[config.mk]
export PLATFORM = sky130hd
export DESIGN_NAME = ito_bus_timeout
export DESIGN_NICKNAME = d
export VERILOG_FILES = /design/src/verilog/ito_pkg.sv /design/src/verilog/ito_tick_if.sv /design/src/verilog/ito_tick_div.sv /design/src/verilog/ito_bus_timeout.sv
export SDC_FILE = /design/constraint.sdc
export NUM_CORES = 1
export LEC_CHECK = 0
export ABC_AREA = 1
export BUFFER_PORTS_ARGS = -buffer_cell sky130_fd_sc_hd__buf_2
export CORE_MARGIN = 5
export CORE_UTILIZATION = 35
export DETAILED_ROUTE_END_ITERATION = 6
export SLEW_MARGIN = 5
export SYNTH_ARGS = -nofsm -noshare
export SYNTH_HDL_FRONTEND = slang
export SYNTH_SLANG_ARGS = --single-unit
[constraint.sdc]
create_clock -name clk_i -period 2 [get_ports clk_i]
set_input_delay 0.1 -clock clk_i [delete_from_list [all_inputs] [get_ports clk_i]]
set_output_delay 0.1 -clock clk_i [all_outputs]
set_load 0.1 [all_outputs]
[src/verilog/ito_pkg.sv]
// Package with constants and types of the I2C slave bus time-out block
package ito_pkg;
  // ***********************************************************************
  // Register map (Avalon word addresses, byte address = 4 * index)
  // ***********************************************************************
  localparam logic [2:0] ADDR_TIMEOUT_CONTROL = 3'h0;
  localparam logic [2:0] ADDR_IRQ_STATUS      = 3'h1;
  localparam logic [2:0] ADDR_IRQ_CLEAR       = 3'h2;
  localparam logic [2:0] ADDR_IRQ_ENABLE      = 3'h3;
  localparam logic [2:0] ADDR_SERIAL_CTRL2    = 3'h4;
  localparam logic [2:0] ADDR_SLAVE_ADDRESS   = 3'h5;

  // ***********************************************************************
  // Field positions and reset values
  // ***********************************************************************
  localparam int          BIT_ENABLE        = 7;
  localparam int          BIT_FLAG          = 6;
  localparam int          PERIOD_MSB        = 5;
  localparam logic [7:0]  TOC_RESET         = 8'h00;
  localparam logic [3:0]  CTRL2_RESET       = 4'h1;
  localparam logic [6:0]  SLAVE_ADDR_RESET  = 7'h00;
  localparam logic [1:0]  IRQ_RESET         = 2'h0;
  localparam int          IRQ_BIT_MATCH     = 0;
  localparam int          IRQ_BIT_TIMEOUT   = 1;
  localparam int          CTRL2_BIT_MATCH   = 3;
  localparam int          CTRL2_BIT_RW      = 2;

  // ***********************************************************************
  // Timing: subsidiary clock divided by 32 for the time-out tick
  // ***********************************************************************
  localparam int          SUB_DIVIDE        = 32;
  localparam logic [4:0]  SUB_DIV_LAST      = 5'(SUB_DIVIDE - 1);

  // Watchdog states
  typedef enum logic [2:0] {
    ITO_IDLE  = 3'b001,
    ITO_ADDR  = 3'b010,
    ITO_WATCH = 3'b100
  } ito_state_t;
endpackage : ito_pkg

[src/verilog/ito_tick_if.sv]
// Interface carrying the divided tick between divider and top
`timescale 1ns/1ns
interface ito_tick_if;
  logic sub_edge;   // Rising edge seen on subsidiary clock
  logic tick;       // One pulse per 32 subsidiary periods
  modport src (input sub_edge, output tick);
  modport dst (output sub_edge, input tick);
endinterface : ito_tick_if

[src/verilog/ito_tick_div.sv]
// Divider of subsidiary clock edges by 32
`timescale 1ns/1ns
module ito_tick_div (
  // Clock and reset
  input  wire logic clk_i,
  input  wire logic rst_i,
  // Tick carrier
  ito_tick_if.src   tk
);
  import ito_pkg::*;

  logic [4:0] div_count;
  logic       next_tick;

  // Tick on the last of 32 subsidiary edges
  assign next_tick = tk.sub_edge && (div_count == SUB_DIV_LAST);

  // Count subsidiary edges
  always_ff @(posedge clk_i or posedge rst_i) begin
    if (rst_i) begin
      div_count <= 5'h00;
      tk.tick   <= 1'b0;
    end else begin
      tk.tick <= next_tick;
      if (tk.sub_edge) begin
        div_count <= div_count + 5'h01;
      end
    end
  end
endmodule : ito_tick_div

[src/verilog/ito_bus_timeout.sv]
// I2C slave bus time-out watchdog with Avalon-MM register slave
//
// Chosen here: the register offsets and the Avalon-MM slave port.
`timescale 1ns/1ns

module ito_bus_timeout (
  // Clock and reset
  input  wire logic        clk_i,
  input  wire logic        rst_i,
  // Avalon-MM slave
  input  wire logic [2:0]  avs_address_i,
  input  wire logic        avs_read_i,
  input  wire logic        avs_write_i,
  input  wire logic [31:0] avs_writedata_i,
  output logic      [31:0] avs_readdata_o,
  output logic             avs_waitrequest_o,
  // Events from the I2C engine
  input  wire logic        sub_clk_edge_i,
  input  wire logic        start_i,
  input  wire logic        stop_i,
  input  wire logic        addr_valid_i,
  input  wire logic [6:0]  addr_rx_i,
  input  wire logic        rw_rx_i,
  input  wire logic        scl_fall_i,
  // Outputs to the I2C engine and CPU
  output logic             i2c_reset_o,
  output logic             irq_o
);
  import ito_pkg::*;

  // *********************************************************************
  // Declarations
  // *********************************************************************
  ito_tick_if  tk ();
  ito_state_t  state;
  ito_state_t  next_state;
  logic [7:0]  toc;            // i2c_timeout_control
  logic [3:0]  ctrl2;          // serial_control_second subset
  logic [6:0]  slave_addr;     // slave_address_register
  logic [1:0]  irq_status;
  logic [1:0]  irq_enable;
  logic [5:0]  tick_count;
  logic        ack_pending;
  logic        timeout_enable;
  logic        timeout_flag;
  logic [5:0]  timeout_period_select;
  logic        addr_match;
  logic        watching;
  logic        overflow;
  logic        access;
  logic        wr_toc;
  logic        wr_clear;
  logic        wr_enable;
  logic        wr_ctrl2;
  logic        wr_addr;
  logic [31:0] next_readdata;
  logic [1:0]  events;

  // *********************************************************************
  // Tick divider
  // *********************************************************************
  assign tk.sub_edge = sub_clk_edge_i;

  ito_tick_div u_div (
    .clk_i (clk_i),
    .rst_i (rst_i),
    .tk    (tk.src)
  );

  // *********************************************************************
  // Field views and event decode
  // *********************************************************************
  assign timeout_enable        = toc[BIT_ENABLE];
  assign timeout_flag          = toc[BIT_FLAG];
  assign timeout_period_select = toc[PERIOD_MSB:0];
  assign addr_match  = addr_valid_i && (addr_rx_i == slave_addr);
  assign watching    = (state == ITO_WATCH) && timeout_enable;
  // Overflow when tick count reaches (select+1) ticks, no SCL fall now
  assign overflow    = watching && tk.tick && !scl_fall_i &&
                       (tick_count == timeout_period_select);
  assign events      = {overflow, addr_match};

  // *********************************************************************
  // Avalon decode: one wait cycle, answer on second cycle
  // *********************************************************************
  assign access            = avs_read_i || avs_write_i;
  assign avs_waitrequest_o = access && !ack_pending;
  assign wr_toc    = avs_write_i && ack_pending &&
                     (avs_address_i == ADDR_TIMEOUT_CONTROL);
  assign wr_clear  = avs_write_i && ack_pending &&
                     (avs_address_i == ADDR_IRQ_CLEAR);
  assign wr_enable = avs_write_i && ack_pending &&
                     (avs_address_i == ADDR_IRQ_ENABLE);
  assign wr_ctrl2  = avs_write_i && ack_pending &&
                     (avs_address_i == ADDR_SERIAL_CTRL2);
  assign wr_addr   = avs_write_i && ack_pending &&
                     (avs_address_i == ADDR_SLAVE_ADDRESS);

  // Read data selection
  always_comb begin
    if (avs_address_i == ADDR_TIMEOUT_CONTROL) begin
      next_readdata = {24'h000000, toc};
    end else if (avs_address_i == ADDR_IRQ_STATUS) begin
      next_readdata = {30'h0, irq_status};
    end else if (avs_address_i == ADDR_IRQ_ENABLE) begin
      next_readdata = {30'h0, irq_enable};
    end else if (avs_address_i == ADDR_SERIAL_CTRL2) begin
      next_readdata = {28'h0000000, ctrl2};
    end else if (avs_address_i == ADDR_SLAVE_ADDRESS) begin
      next_readdata = {25'h0, slave_addr};
    end else begin
      next_readdata = 32'h00000000;
    end
  end

  // Bus handshake and read data register
  always_ff @(posedge clk_i or posedge rst_i) begin
    if (rst_i) begin
      ack_pending    <= 1'b0;
      avs_readdata_o <= 32'h00000000;
    end else begin
      ack_pending <= access && !ack_pending;
      if (avs_read_i && !ack_pending) begin
        avs_readdata_o <= next_readdata;
      end
    end
  end

  // *********************************************************************
  // Watchdog state machine
  // *********************************************************************
  always_comb begin
    next_state = state;
    case (state)
      ITO_IDLE: begin
        if (start_i) begin
          next_state = ITO_ADDR;
        end
      end
      ITO_ADDR: begin
        if (addr_match) begin
          next_state = ITO_WATCH;
        end else if (addr_valid_i || stop_i) begin
          next_state = ITO_IDLE;
        end
      end
      ITO_WATCH: begin
        if (stop_i || overflow) begin
          next_state = ITO_IDLE;
        end else if (start_i) begin
          next_state = ITO_ADDR;
        end
      end
      default: begin
        next_state = ITO_IDLE;
      end
    endcase
  end

  // State register
  always_ff @(posedge clk_i or posedge rst_i) begin
    if (rst_i) begin
      state <= ITO_IDLE;
    end else begin
      state <= next_state;
    end
  end

  // *********************************************************************
  // Tick counter: counts divided ticks, cleared by SCL falls
  // *********************************************************************
  always_ff @(posedge clk_i or posedge rst_i) begin
    if (rst_i) begin
      tick_count <= 6'h00;
    end else if (!watching || scl_fall_i || overflow) begin
      tick_count <= 6'h00;
    end else if (tk.tick) begin
      tick_count <= tick_count + 6'h01;
    end
  end

  // *********************************************************************
  // Time-out control register
  // *********************************************************************
  always_ff @(posedge clk_i or posedge rst_i) begin
    if (rst_i) begin
      toc <= TOC_RESET;
    end else begin
      if (wr_toc) begin
        toc <= avs_writedata_i[7:0];
      end
      if (overflow) begin
        toc[BIT_ENABLE] <= 1'b0;
        toc[BIT_FLAG]   <= 1'b1;
      end
    end
  end

  // *********************************************************************
  // Second control register and slave address
  // *********************************************************************
  always_ff @(posedge clk_i or posedge rst_i) begin
    if (rst_i) begin
      ctrl2      <= CTRL2_RESET;
      slave_addr <= SLAVE_ADDR_RESET;
    end else begin
      if (wr_addr) begin
        slave_addr <= avs_writedata_i[6:0];
      end
      if (overflow) begin
        ctrl2 <= CTRL2_RESET;
      end else if (addr_match) begin
        ctrl2[CTRL2_BIT_MATCH] <= 1'b1;
        ctrl2[CTRL2_BIT_RW]    <= rw_rx_i;
      end else if (wr_ctrl2) begin
        ctrl2 <= avs_writedata_i[3:0];
      end
    end
  end

  // *********************************************************************
  // Interrupt status and enable; set wins over clear
  // *********************************************************************
  always_ff @(posedge clk_i or posedge rst_i) begin
    if (rst_i) begin
      irq_status <= IRQ_RESET;
      irq_enable <= IRQ_RESET;
    end else begin
      irq_status <= (irq_status &
                     ~(wr_clear ? avs_writedata_i[1:0] : 2'h0)) |
                    events;
      if (wr_enable) begin
        irq_enable <= avs_writedata_i[1:0];
      end
    end
  end

  // Engine reset pulse and interrupt level
  always_ff @(posedge clk_i or posedge rst_i) begin
    if (rst_i) begin
      i2c_reset_o <= 1'b0;
    end else begin
      i2c_reset_o <= overflow;
    end
  end

  assign irq_o = |(irq_status & irq_enable);
endmodule : ito_bus_timeout

==> results of run 1 <==
[state kept, by name, indices dropped and copies added, names as in the netlist]
register,cells
avs_readdata_o,8
toc,8
slave_addr,7
tick_count,6
u_div.div_count,5
ctrl2,4
state,3
irq_enable,2
irq_status,2
ack_pending,1
i2c_reset_o,1
u_div.tk.tick,1
[power groups by stage]
stage,Sequential (mW),Clock (mW),Combinational [mW]
after detailed placement,1.40,0,1.18
after floorplan,1.54,0,0.831
after global placement,1.40,0,1.16
final,1.38,0.737,1.17
after global routing,1.42,0.798,1.30
after CTS,1.38,0.754,1.18
[kinds of logic after synthesis]
| family | Yosys count |
|---|---|
| flip-flops | 48 |
| XOR/XNOR | 10 |
| AO/OA/AOI/OAI | 45 |
| other | 1 |
| buffers and inverters | 87 |
| adder cells (fa/ha/maj) | 3 |
| AND/OR/NAND/NOR | 176 |
| multiplexers | 2 |
[layer usage]
metal,GRT usage (%),wire [um]
met5,0,0
met4,3.15,56
met3,2.71,340
met2,23.0,3070
met1,17.0,2830
[final timing paths]
kind / endpoint / slack (ns) / cells after the start
min in group asynchronous: tick_count[4] / 0.40 / 3
max: tick_count[0] / 0.50 / 9
min: slave_addr[6] / 0.03 / 3
max in group asynchronous: state[0] / 0.94 / 4
min reg2reg: ack_pending / 0.46 / 1
max reg2reg: tick_count[0] / 0.50 / 9
[cell usage after synthesis (all sizes together)]
| cell | n |
|---|---|
| xor2 | 6 |
| o22ai | 3 |
| o2111ai | 1 |
| and3 | 1 |
| mux2 | 2 |
| a21oi | 7 |
| nand4 | 9 |
| conb | 1 |
| buf | 27 |
| dfstp | 2 |
| o21bai | 1 |
| nor4 | 1 |
| xnor2 | 4 |
| nor2 | 33 |
| a22o | 1 |
| nand2 | 100 |
| nand3 | 27 |
| o211ai | 1 |
| o31ai | 1 |
| a21boi | 1 |
| inv | 58 |
| o221ai | 1 |
| and2 | 1 |
| o21ai | 28 |
| ha | 3 |
| dfrtp | 46 |
| nor3 | 4 |
| clkbuf | 2 |
[what timing repair did]
action / CTS / global route
endpoints found under the hold margin: 23 / 0
endpoints found under the setup margin: 0 / 0
hold buffers: 1 / 0
[worst max-delay path, delay by kind of cell, from the launching register on]
family | cells | cell delay, ns
buf+inv | 2 | 0.19
simple gates | 6 | 0.70
compound gates | 1 | 0.06
flops | 1 | 0.42
[final cells by class]
| cell class | instances | area [um2] | share of cell area [%] |
|---|---|---|---|
| timing repair buffer | 41 | 215 | 6.79 |
| clock inverter | 2 | 38.8 | 1.22 |
| tap | 102 | 128 | 4.03 |
| multi-input combinational | 260 | 1280 | 40.5 |
| sequential | 48 | 1200 | 38.0 |
| inverter | 58 | 218 | 6.87 |
| clock buffer | 6 | 82.6 | 2.61 |
==> results.cfg, run 1 <==
[setup_path]
crit_required_ns = 2.18
path_class = register to register
endpoint_kind = register
slowest_stage = dfrtp_1
critPathLaunch = toc[0]
arrival_ns = 1.68
max_stage_delay_ns = 0.42
startpoint_type = register
crit_path_max_fanout = 7
crit_chain = inv_1 -> nand2_2 -> nand2_1 -> nor2_2 -> nand2_2 -> nor2_4 -> inv_2 -> nand2_1 -> a21oi_1
timing.rr.start = toc[0]

[sta]
fin_crit_sh_pct = 74.9
fmax_mhz = 667
hold_slack_ns = 0.0324
worst_slack_ns = 0.502
rsz0062_at_grt = no
hold_viol = 0
worst_slew_pin_slew_ns = 0.589
fin_setup_tns_ns = 0
max_slew_margin_pct = 60.7
clock_skew_ns = 0.00820
min_period_ns = 1.50
slew_viol_final = 0
finalSetupViolCount = 0

[placement]
hpwl_um = 5120
numPortBuffers = 38
place_congestion = 0.878
place_area_mm2 = 0.00304
place_ws_ns = 0.503
placed_cells = 508

[global_routing]
grt_pass1_wl_um = 10800
antenna_found_initial = 0
grt_overflow_total = 0
grt_start_max_net_pins = 27
grt.total_usage_pct = 13.3
grt_pass1_vias = 2323

[floorplanning]
die-area_mm2 = 0.00997
die_h_um = 99.8
io_pins = 87
core_mm2 = 0.00781
initial_core_util_pct = 36.2
rows = 32
die_w_um = 99.8

[synthesis]
syn-instance-count = 372
synth.area.mux_share_pct = 0.797
post-synth-top-area-cell = dfrtp_1
ys_types = 36
ys_warn_count = 0
synth-seq-area-share_pct = 42.6
yosys.area.top_type_share_pct = 40.7
synthAdderAreaFrac_pct = 1.33
synth-simple-area-share_pct = 28.1
synth_top_family_by_area = simple AND/OR/NAND/NOR gates
synth-seq-cells = 48
synthXorXnorAreaFrac_pct = 3.10
yosys-top-cells-area = dfrtp_1 (41%), nand2_1 (12%), buf_4 (6.9%)
synth_compound_gate_area_share_pct = 8.86
syn_area_mm2 = 0.00283
synth.avg_cell_area_um2 = 7.59

[cts]
h-tree-depth = 2
clk_pin_slew_ns = 0.09
cts-root-buf = clkbuf_8
insertion_delay_ns = 0.30
clockBufferDepth = 2
numCtsBuffers = 5
cts.sinks = 48
cts_resized = 0
cts_tree = done
cts_setup_buffers = 0

[pwr]
power.switching_mw = 1.35
finalPower_mw = 3.29
swShare_pct = 40.9
p_comb_share_pct = 35.6
p_per_area_mw_per_mm2 = 1040
clkPwrFrac_pct = 22.4
p_leak_nw = 1.64
intPower_mw = 1.94
pwr-share-seq_pct = 42.0
peakVddDrop_mv = 0.510

[worst_hold_path]
hp-start = avs_writedata_i[6]
hp-class = primary input to register

[detailed_routing]
drtIter0Drc = 100
routed_wl_um = 6300
post-route-drc-count = 0
final_antenna_net_count = 0
vias = 2357
viasPerCell = 4.56
firstDrtPassIters = 4
wire_per_inst_um = 12.2

[final_layout]
drive_gt1_share_pct = 18.1
final_cell_mix = nand2_1 (94), inv_1 (50), dfrtp_1 (46), buf_2 (38), o21ai_0 (27)
final_cell_count_no_fill = 517
fin_area_mm2 = 0.00317
finalCoreUtilization_pct = 40.6
antenna_cells = 0
final_nets = 469
final_common_cell = nand2_1
filler_cell_count = 826
syn_to_final_growth_pct = 12.1

[run_status]
status = finished, final reports clean

[run]
maxCapViolations = 0
(Power assumes the default switching activity.)
==> run 2: changes to the inputs <==
==> constraint.sdc (replaced) <==
create_clock -name clk_i -period 1.46 [get_ports clk_i]
set_input_delay 0.073 -clock clk_i [delete_from_list [all_inputs] [get_ports clk_i]]
set_output_delay 0.073 -clock clk_i [all_outputs]
set_load 0.1 [all_outputs]
==> results.cfg, run 2 (same netlist as run 1, synthesis figures left out) <==
[run_status]
status = finished, final reports clean

[final_layout]
final_cell_count_no_fill = 539
final_cell_mix = nand2_1 (83), inv_1 (46), dfrtp_1 (45), buf_2 (38), o21ai_0 (26)
final_nets = 491
reg.largest.list = avs_readdata_o x8, toc x8, slave_addr x7
filler_cell_count = 804
syn_to_final_growth_pct = 21.2
drive_gt1_share_pct = 28.1
final_common_cell = nand2_1
antenna_cells = 0

[placement]
placed_cells = 522
place_congestion = 0.873
hpwl_um = 5230
place_ws_ns = 0.0201
numPortBuffers = 38

[pwr]
p_leak_nw = 1.76
p_per_area_mw_per_mm2 = 1370
peakVddDrop_mv = 0.738

[global_routing]
top_usage_layer = met2
antenna_found_initial = 0
met1_usage_pct = 17.5
grt.total_usage_pct = 13.5
grt_overflow_total = 0
grt_start_max_net_pins = 33
grt_use_met2_pct = 22.9
grt_pass1_vias = 2328
grtUsageMet3_pct = 2.92
grt_pass1_wl_um = 10800

[setup_path]
endpoint_kind = register
max_stage_delay_ns = 0.56
startpoint_type = register
arrival_ns = 1.65
crit_required_ns = 1.69
path_class = register to register
crit_chain = inv_2 -> nand3_4 -> nor2_4 -> nand3_2 -> nor2_4 -> buf_6 -> buf_4 -> nor3_1 -> nor2_1
cpMostUsedCell = nor2_4
crit_path_max_fanout = 3
slowest_stage = dfstp_2

[sta]
finalSetupViolCount = 0
min_period_ns = 1.42
rsz0062_at_grt = yes
hold_slack_ns = 0.0145
slew_viol_final = 0
clock_skew_ns = 0.0108
fin_crit_sh_pct = 97.2
hold_viol = 0
fmax_mhz = 705
fin_setup_tns_ns = 0
worst_slack_ns = 0.0411

[cts]
cts-root-buf = clkbuf_8
insertion_delay_ns = 0.30
numCtsBuffers = 5
clk_pin_slew_ns = 0.10
cts_tree = done
h-tree-depth = 2
clockBufferDepth = 2
cts.sinks = 48

[floorplanning]
rows = 32
die_h_um = 99.8
core_mm2 = 0.00781
die_w_um = 99.8
die-area_mm2 = 0.00997
initial_core_util_pct = 36.2
io_pins = 87

[worst_hold_path]
hp-class = primary input to register

[detailed_routing]
firstDrtPassIters = 4
routed_wl_um = 6670
vias = 2443
viasPerCell = 4.53
post-route-drc-count = 0
final_antenna_net_count = 0
wire_per_inst_um = 12.4
drtIter0Drc = 120

[run]
maxCapViolations = 0
run 2: cell count changes in the layout (fill, tap and decap cells not counted), moves of 2 or more:
| cell | before | now |
|---|---|---|
| nor2_2 | 4 | 7 |
| nor2_1 | 26 | 20 |
| inv_1 | 50 | 46 |
| xnor2_1 | 4 | 2 |
| xnor2_2 | 0 | 2 |
| nor2_4 | 3 | 6 |
| nand2_2 | 6 | 17 |
| buf_4 | 2 | 22 |
| inv_2 | 8 | 11 |
| nand2_1 | 94 | 83 |
run 2: timing repair:
action                     CTS  global route
hold endpoints to repair    15             0
hold buffers                 1             0
buffers inserted             0             8
gates cloned                 0             0
pin swaps                    0             9
resized for setup            1            30
setup endpoints to repair    1            14
run 2: report_power, final:
part	internal (mW)	leakage [nW]	total [mW]	switching, mW
logic	0.576	1.10	1.83	1.26
registers	1.67	0.605	1.90	0.228
clock network	0.507	0.0541	0.958	0.451
run 2: layout make-up:
type	instances	area, um2	share of cell area [%]
Multi-Input combinational cell	260	1360	39.8
Sequential cell	48	1200	35.2
Timing Repair Buffer	63	397	11.6
Inverter	58	220	6.43
Tap cell	102	128	3.73
Clock buffer	5	68.8	2.01
Clock inverter	3	42.5	1.24
run 2: worst paths after layout:
kind | from | endpoint | slack (ns) | cells after the start
setup / recovery | state[0] | ctrl2[0] | 0.04 | 9
hold / removal | avs_writedata_i[6] | slave_addr[6] | 0.01 | 3
setup reg to reg | state[0] | ctrl2[0] | 0.04 | 9
hold reg to reg | ack_pending | ack_pending | 0.47 | 1
max in group asynchronous | rst_i | ctrl2[0] | 0.62 | 4
min in group asynchronous | rst_i | tick_count[2] | 0.29 | 3
run 2: worst max-delay path: cells and delay by family, from the launching register on:
family	cells	cell delay, ns
buffers and inverters	3	0.29
DFF	1	0.56
and+or+nand+nor	6	0.52
run 2: per-layer routing:
metal | share of wire [%] | vias to the layer above | wire length [um]
met4 | 0.61 | 0 | 41
met5 | 0 | - | 0
met2 | 49 | 55 | 3300
met3 | 6.0 | 4 | 401
li1 | - | 1261 | -
met1 | 44 | 1123 | 2930
run 2: metrics by stage:
stage	area [um2]	total power, mW	utilization, %
floorplan	2910	3.25	-
global placement	3160	3.59	40.4
detailed placement	3160	3.64	40.4
CTS	3280	4.60	42.0
global route	3420	5.02	43.8
finish	3420	4.69	43.8
==> run 3: changes to the inputs <==
--- a/config.mk
+++ b/config.mk
@@ -8,8 +8,9 @@
 export ABC_AREA = 1
 export BUFFER_PORTS_ARGS = -buffer_cell sky130_fd_sc_hd__buf_2
 export CORE_MARGIN = 5
-export CORE_UTILIZATION = 35
+export CORE_UTILIZATION = 52
 export DETAILED_ROUTE_END_ITERATION = 6
+export PLACE_DENSITY = 0.81
 export SLEW_MARGIN = 5
 export SYNTH_ARGS = -nofsm -noshare
 export SYNTH_HDL_FRONTEND = slang
==> results.cfg, run 3 (same netlist as run 1, synthesis figures left out) <==
[run_status]
status = finished, final reports clean

[sta]
min_period_ns = 1.38
slew_viol_final = 0
fmax_mhz = 726
worst_slack_ns = 0.0830
fin_setup_tns_ns = 0
clock_skew_ns = 0.00820
rsz0062_at_grt = yes
fin_crit_sh_pct = 94.3
hold_viol = 0
finalSetupViolCount = 0

[pwr]
p_comb_share_pct = 37.2
p_per_area_mw_per_mm2 = 1410
peakVddDrop_mv = 0.746
finalPower_mw = 4.60
swShare_pct = 41.9
clkPwrFrac_pct = 21.5
p_leak_nw = 1.69
intPower_mw = 2.67
pwr-share-seq_pct = 41.3
power.switching_mw = 1.93

[cts]
cts_tree = done
h-tree-depth = 2
insertion_delay_ns = 0.31
clk_pin_slew_ns = 0.09
numCtsBuffers = 5
cts-root-buf = clkbuf_8
clockBufferDepth = 2
cts.sinks = 48

[placement]
hpwl_um = 4930
place_congestion = 0.898
placed_cells = 483
numPortBuffers = 38
place_ws_ns = 0.0393

[worst_hold_path]
hold_depth = 3
hp-start = avs_writedata_i[4]
whs_endpoint = slave_addr[4]
hp-class = primary input to register

[detailed_routing]
wire_per_inst_um = 12.9
drtIter0Drc = 252
post-route-drc-count = 0
vias = 2499
final_antenna_net_count = 0
routed_wl_um = 6440
firstDrtPassIters = 4
viasPerCell = 5.03

[final_layout]
final_common_cell = nand2_1
finalCoreUtilization_pct = 62.7
final_cell_count_no_fill = 497
final_cell_mix = nand2_1 (89), inv_1 (47), dfrtp_1 (44), buf_2 (38), o21ai_0 (26)
syn_to_final_growth_pct = 15.5
final_nets = 481
filler_cell_count = 458
reg.largest.list = avs_readdata_o x8, toc x8, slave_addr x7
antenna_cells = 0
drive_gt1_share_pct = 23.7

[setup_path]
rr_worst_depth = 4
arrival_ns = 1.58
crit_required_ns = 1.66
crit_path_max_fanout = 2
timing.rr.start = u_div.div_count[0]
startpoint_type = register
path_class = register to register
ff2ff_setup_slack_ns = 0.08
reg2reg_to = u_div.div_count[4]
endpoint_kind = register

[floorplanning]
core_mm2 = 0.00520
die_h_um = 83.7
io_pins = 87
die_w_um = 83.7
initial_core_util_pct = 54.3
die-area_mm2 = 0.00701
rows = 26

[global_routing]
grt_overflow_total = 0
grt_start_max_net_pins = 22
grt_pass1_vias = 2435
grt_pass1_wl_um = 11100
grt.total_usage_pct = 19.2
antenna_found_initial = 0

[run]
maxCapViolations = 0
## run 3: final cells by class
class                   count  area (um2)  area share, %
well taps                  70        87.6           2.68
clock inverters             3        46.3           1.42
repair buffers             53         310           9.51
clock buffers               5        68.8           2.11
flip-flops and latches     48        1210           37.0
inverters                  58         218           6.67
multi-input cells         260        1330           40.6
## run 3: what timing repair did
action	in CTS	in global routing
hold endpoints to repair	21	0
setup buffers	0	3
hold buffers	3	0
endpoints found under the setup margin	0	14
gates resized for setup	0	19
## run 3: worst max-delay path by stage
| stage | to | from | slack (ns) | cells after the start |
|---|---|---|---|---|
| floorplan | ack_pending | ack_pending | 0.04 | 1 |
| global placement | tick_count[0] | state[0] | 0.07 | 8 |
| detailed placement | tick_count[0] | state[0] | 0.04 | 8 |
| CTS | tick_count[0] | tick_count[0] | 0.005 | 8 |
| global route | ctrl2[1] | state[1] | -0.02 | 7 |
| finish | u_div.div_count[4] | u_div.div_count[0] | 0.08 | 4 |
## run 3: routing by layer
metal  vias up  global-route usage (%)  routed length (um)
li1       1228                       -                   -
met1      1166                    24.5                2810
met2        89                    31.5                3010
met3        16                    4.64                 456
met4         0                    7.46                 159
met5         -                       0                   0
## run 3: worst max-delay path, cell delays in order, from the launching register on
cell and delay (ns):
dfrtp_1 0.40, ha_2 0.19, and3_1 0.18, ha_1 0.26
mux2_2 0.26
## run 3: power groups by stage
stage | clock (mW) | combinational [mW] | sequential [mW]
final | 0.989 | 1.71 | 1.90
after global routing | 1.07 | 1.91 | 1.93
after CTS | 1.01 | 1.66 | 1.89
after detailed placement | 0 | 1.64 | 1.91
after global placement | 0 | 1.60 | 1.90
after floorplan | 0 | 1.14 | 2.11
## run 3: per-stage QoR
step	hold WS [ns]	instance area [um2]
after floorplan	0.194	2910
after global placement	0.0830	3050
after detailed placement	0.0848	3050
after CTS	0.00553	3200
after global routing	0.0333	3260
final	0.0115	3260
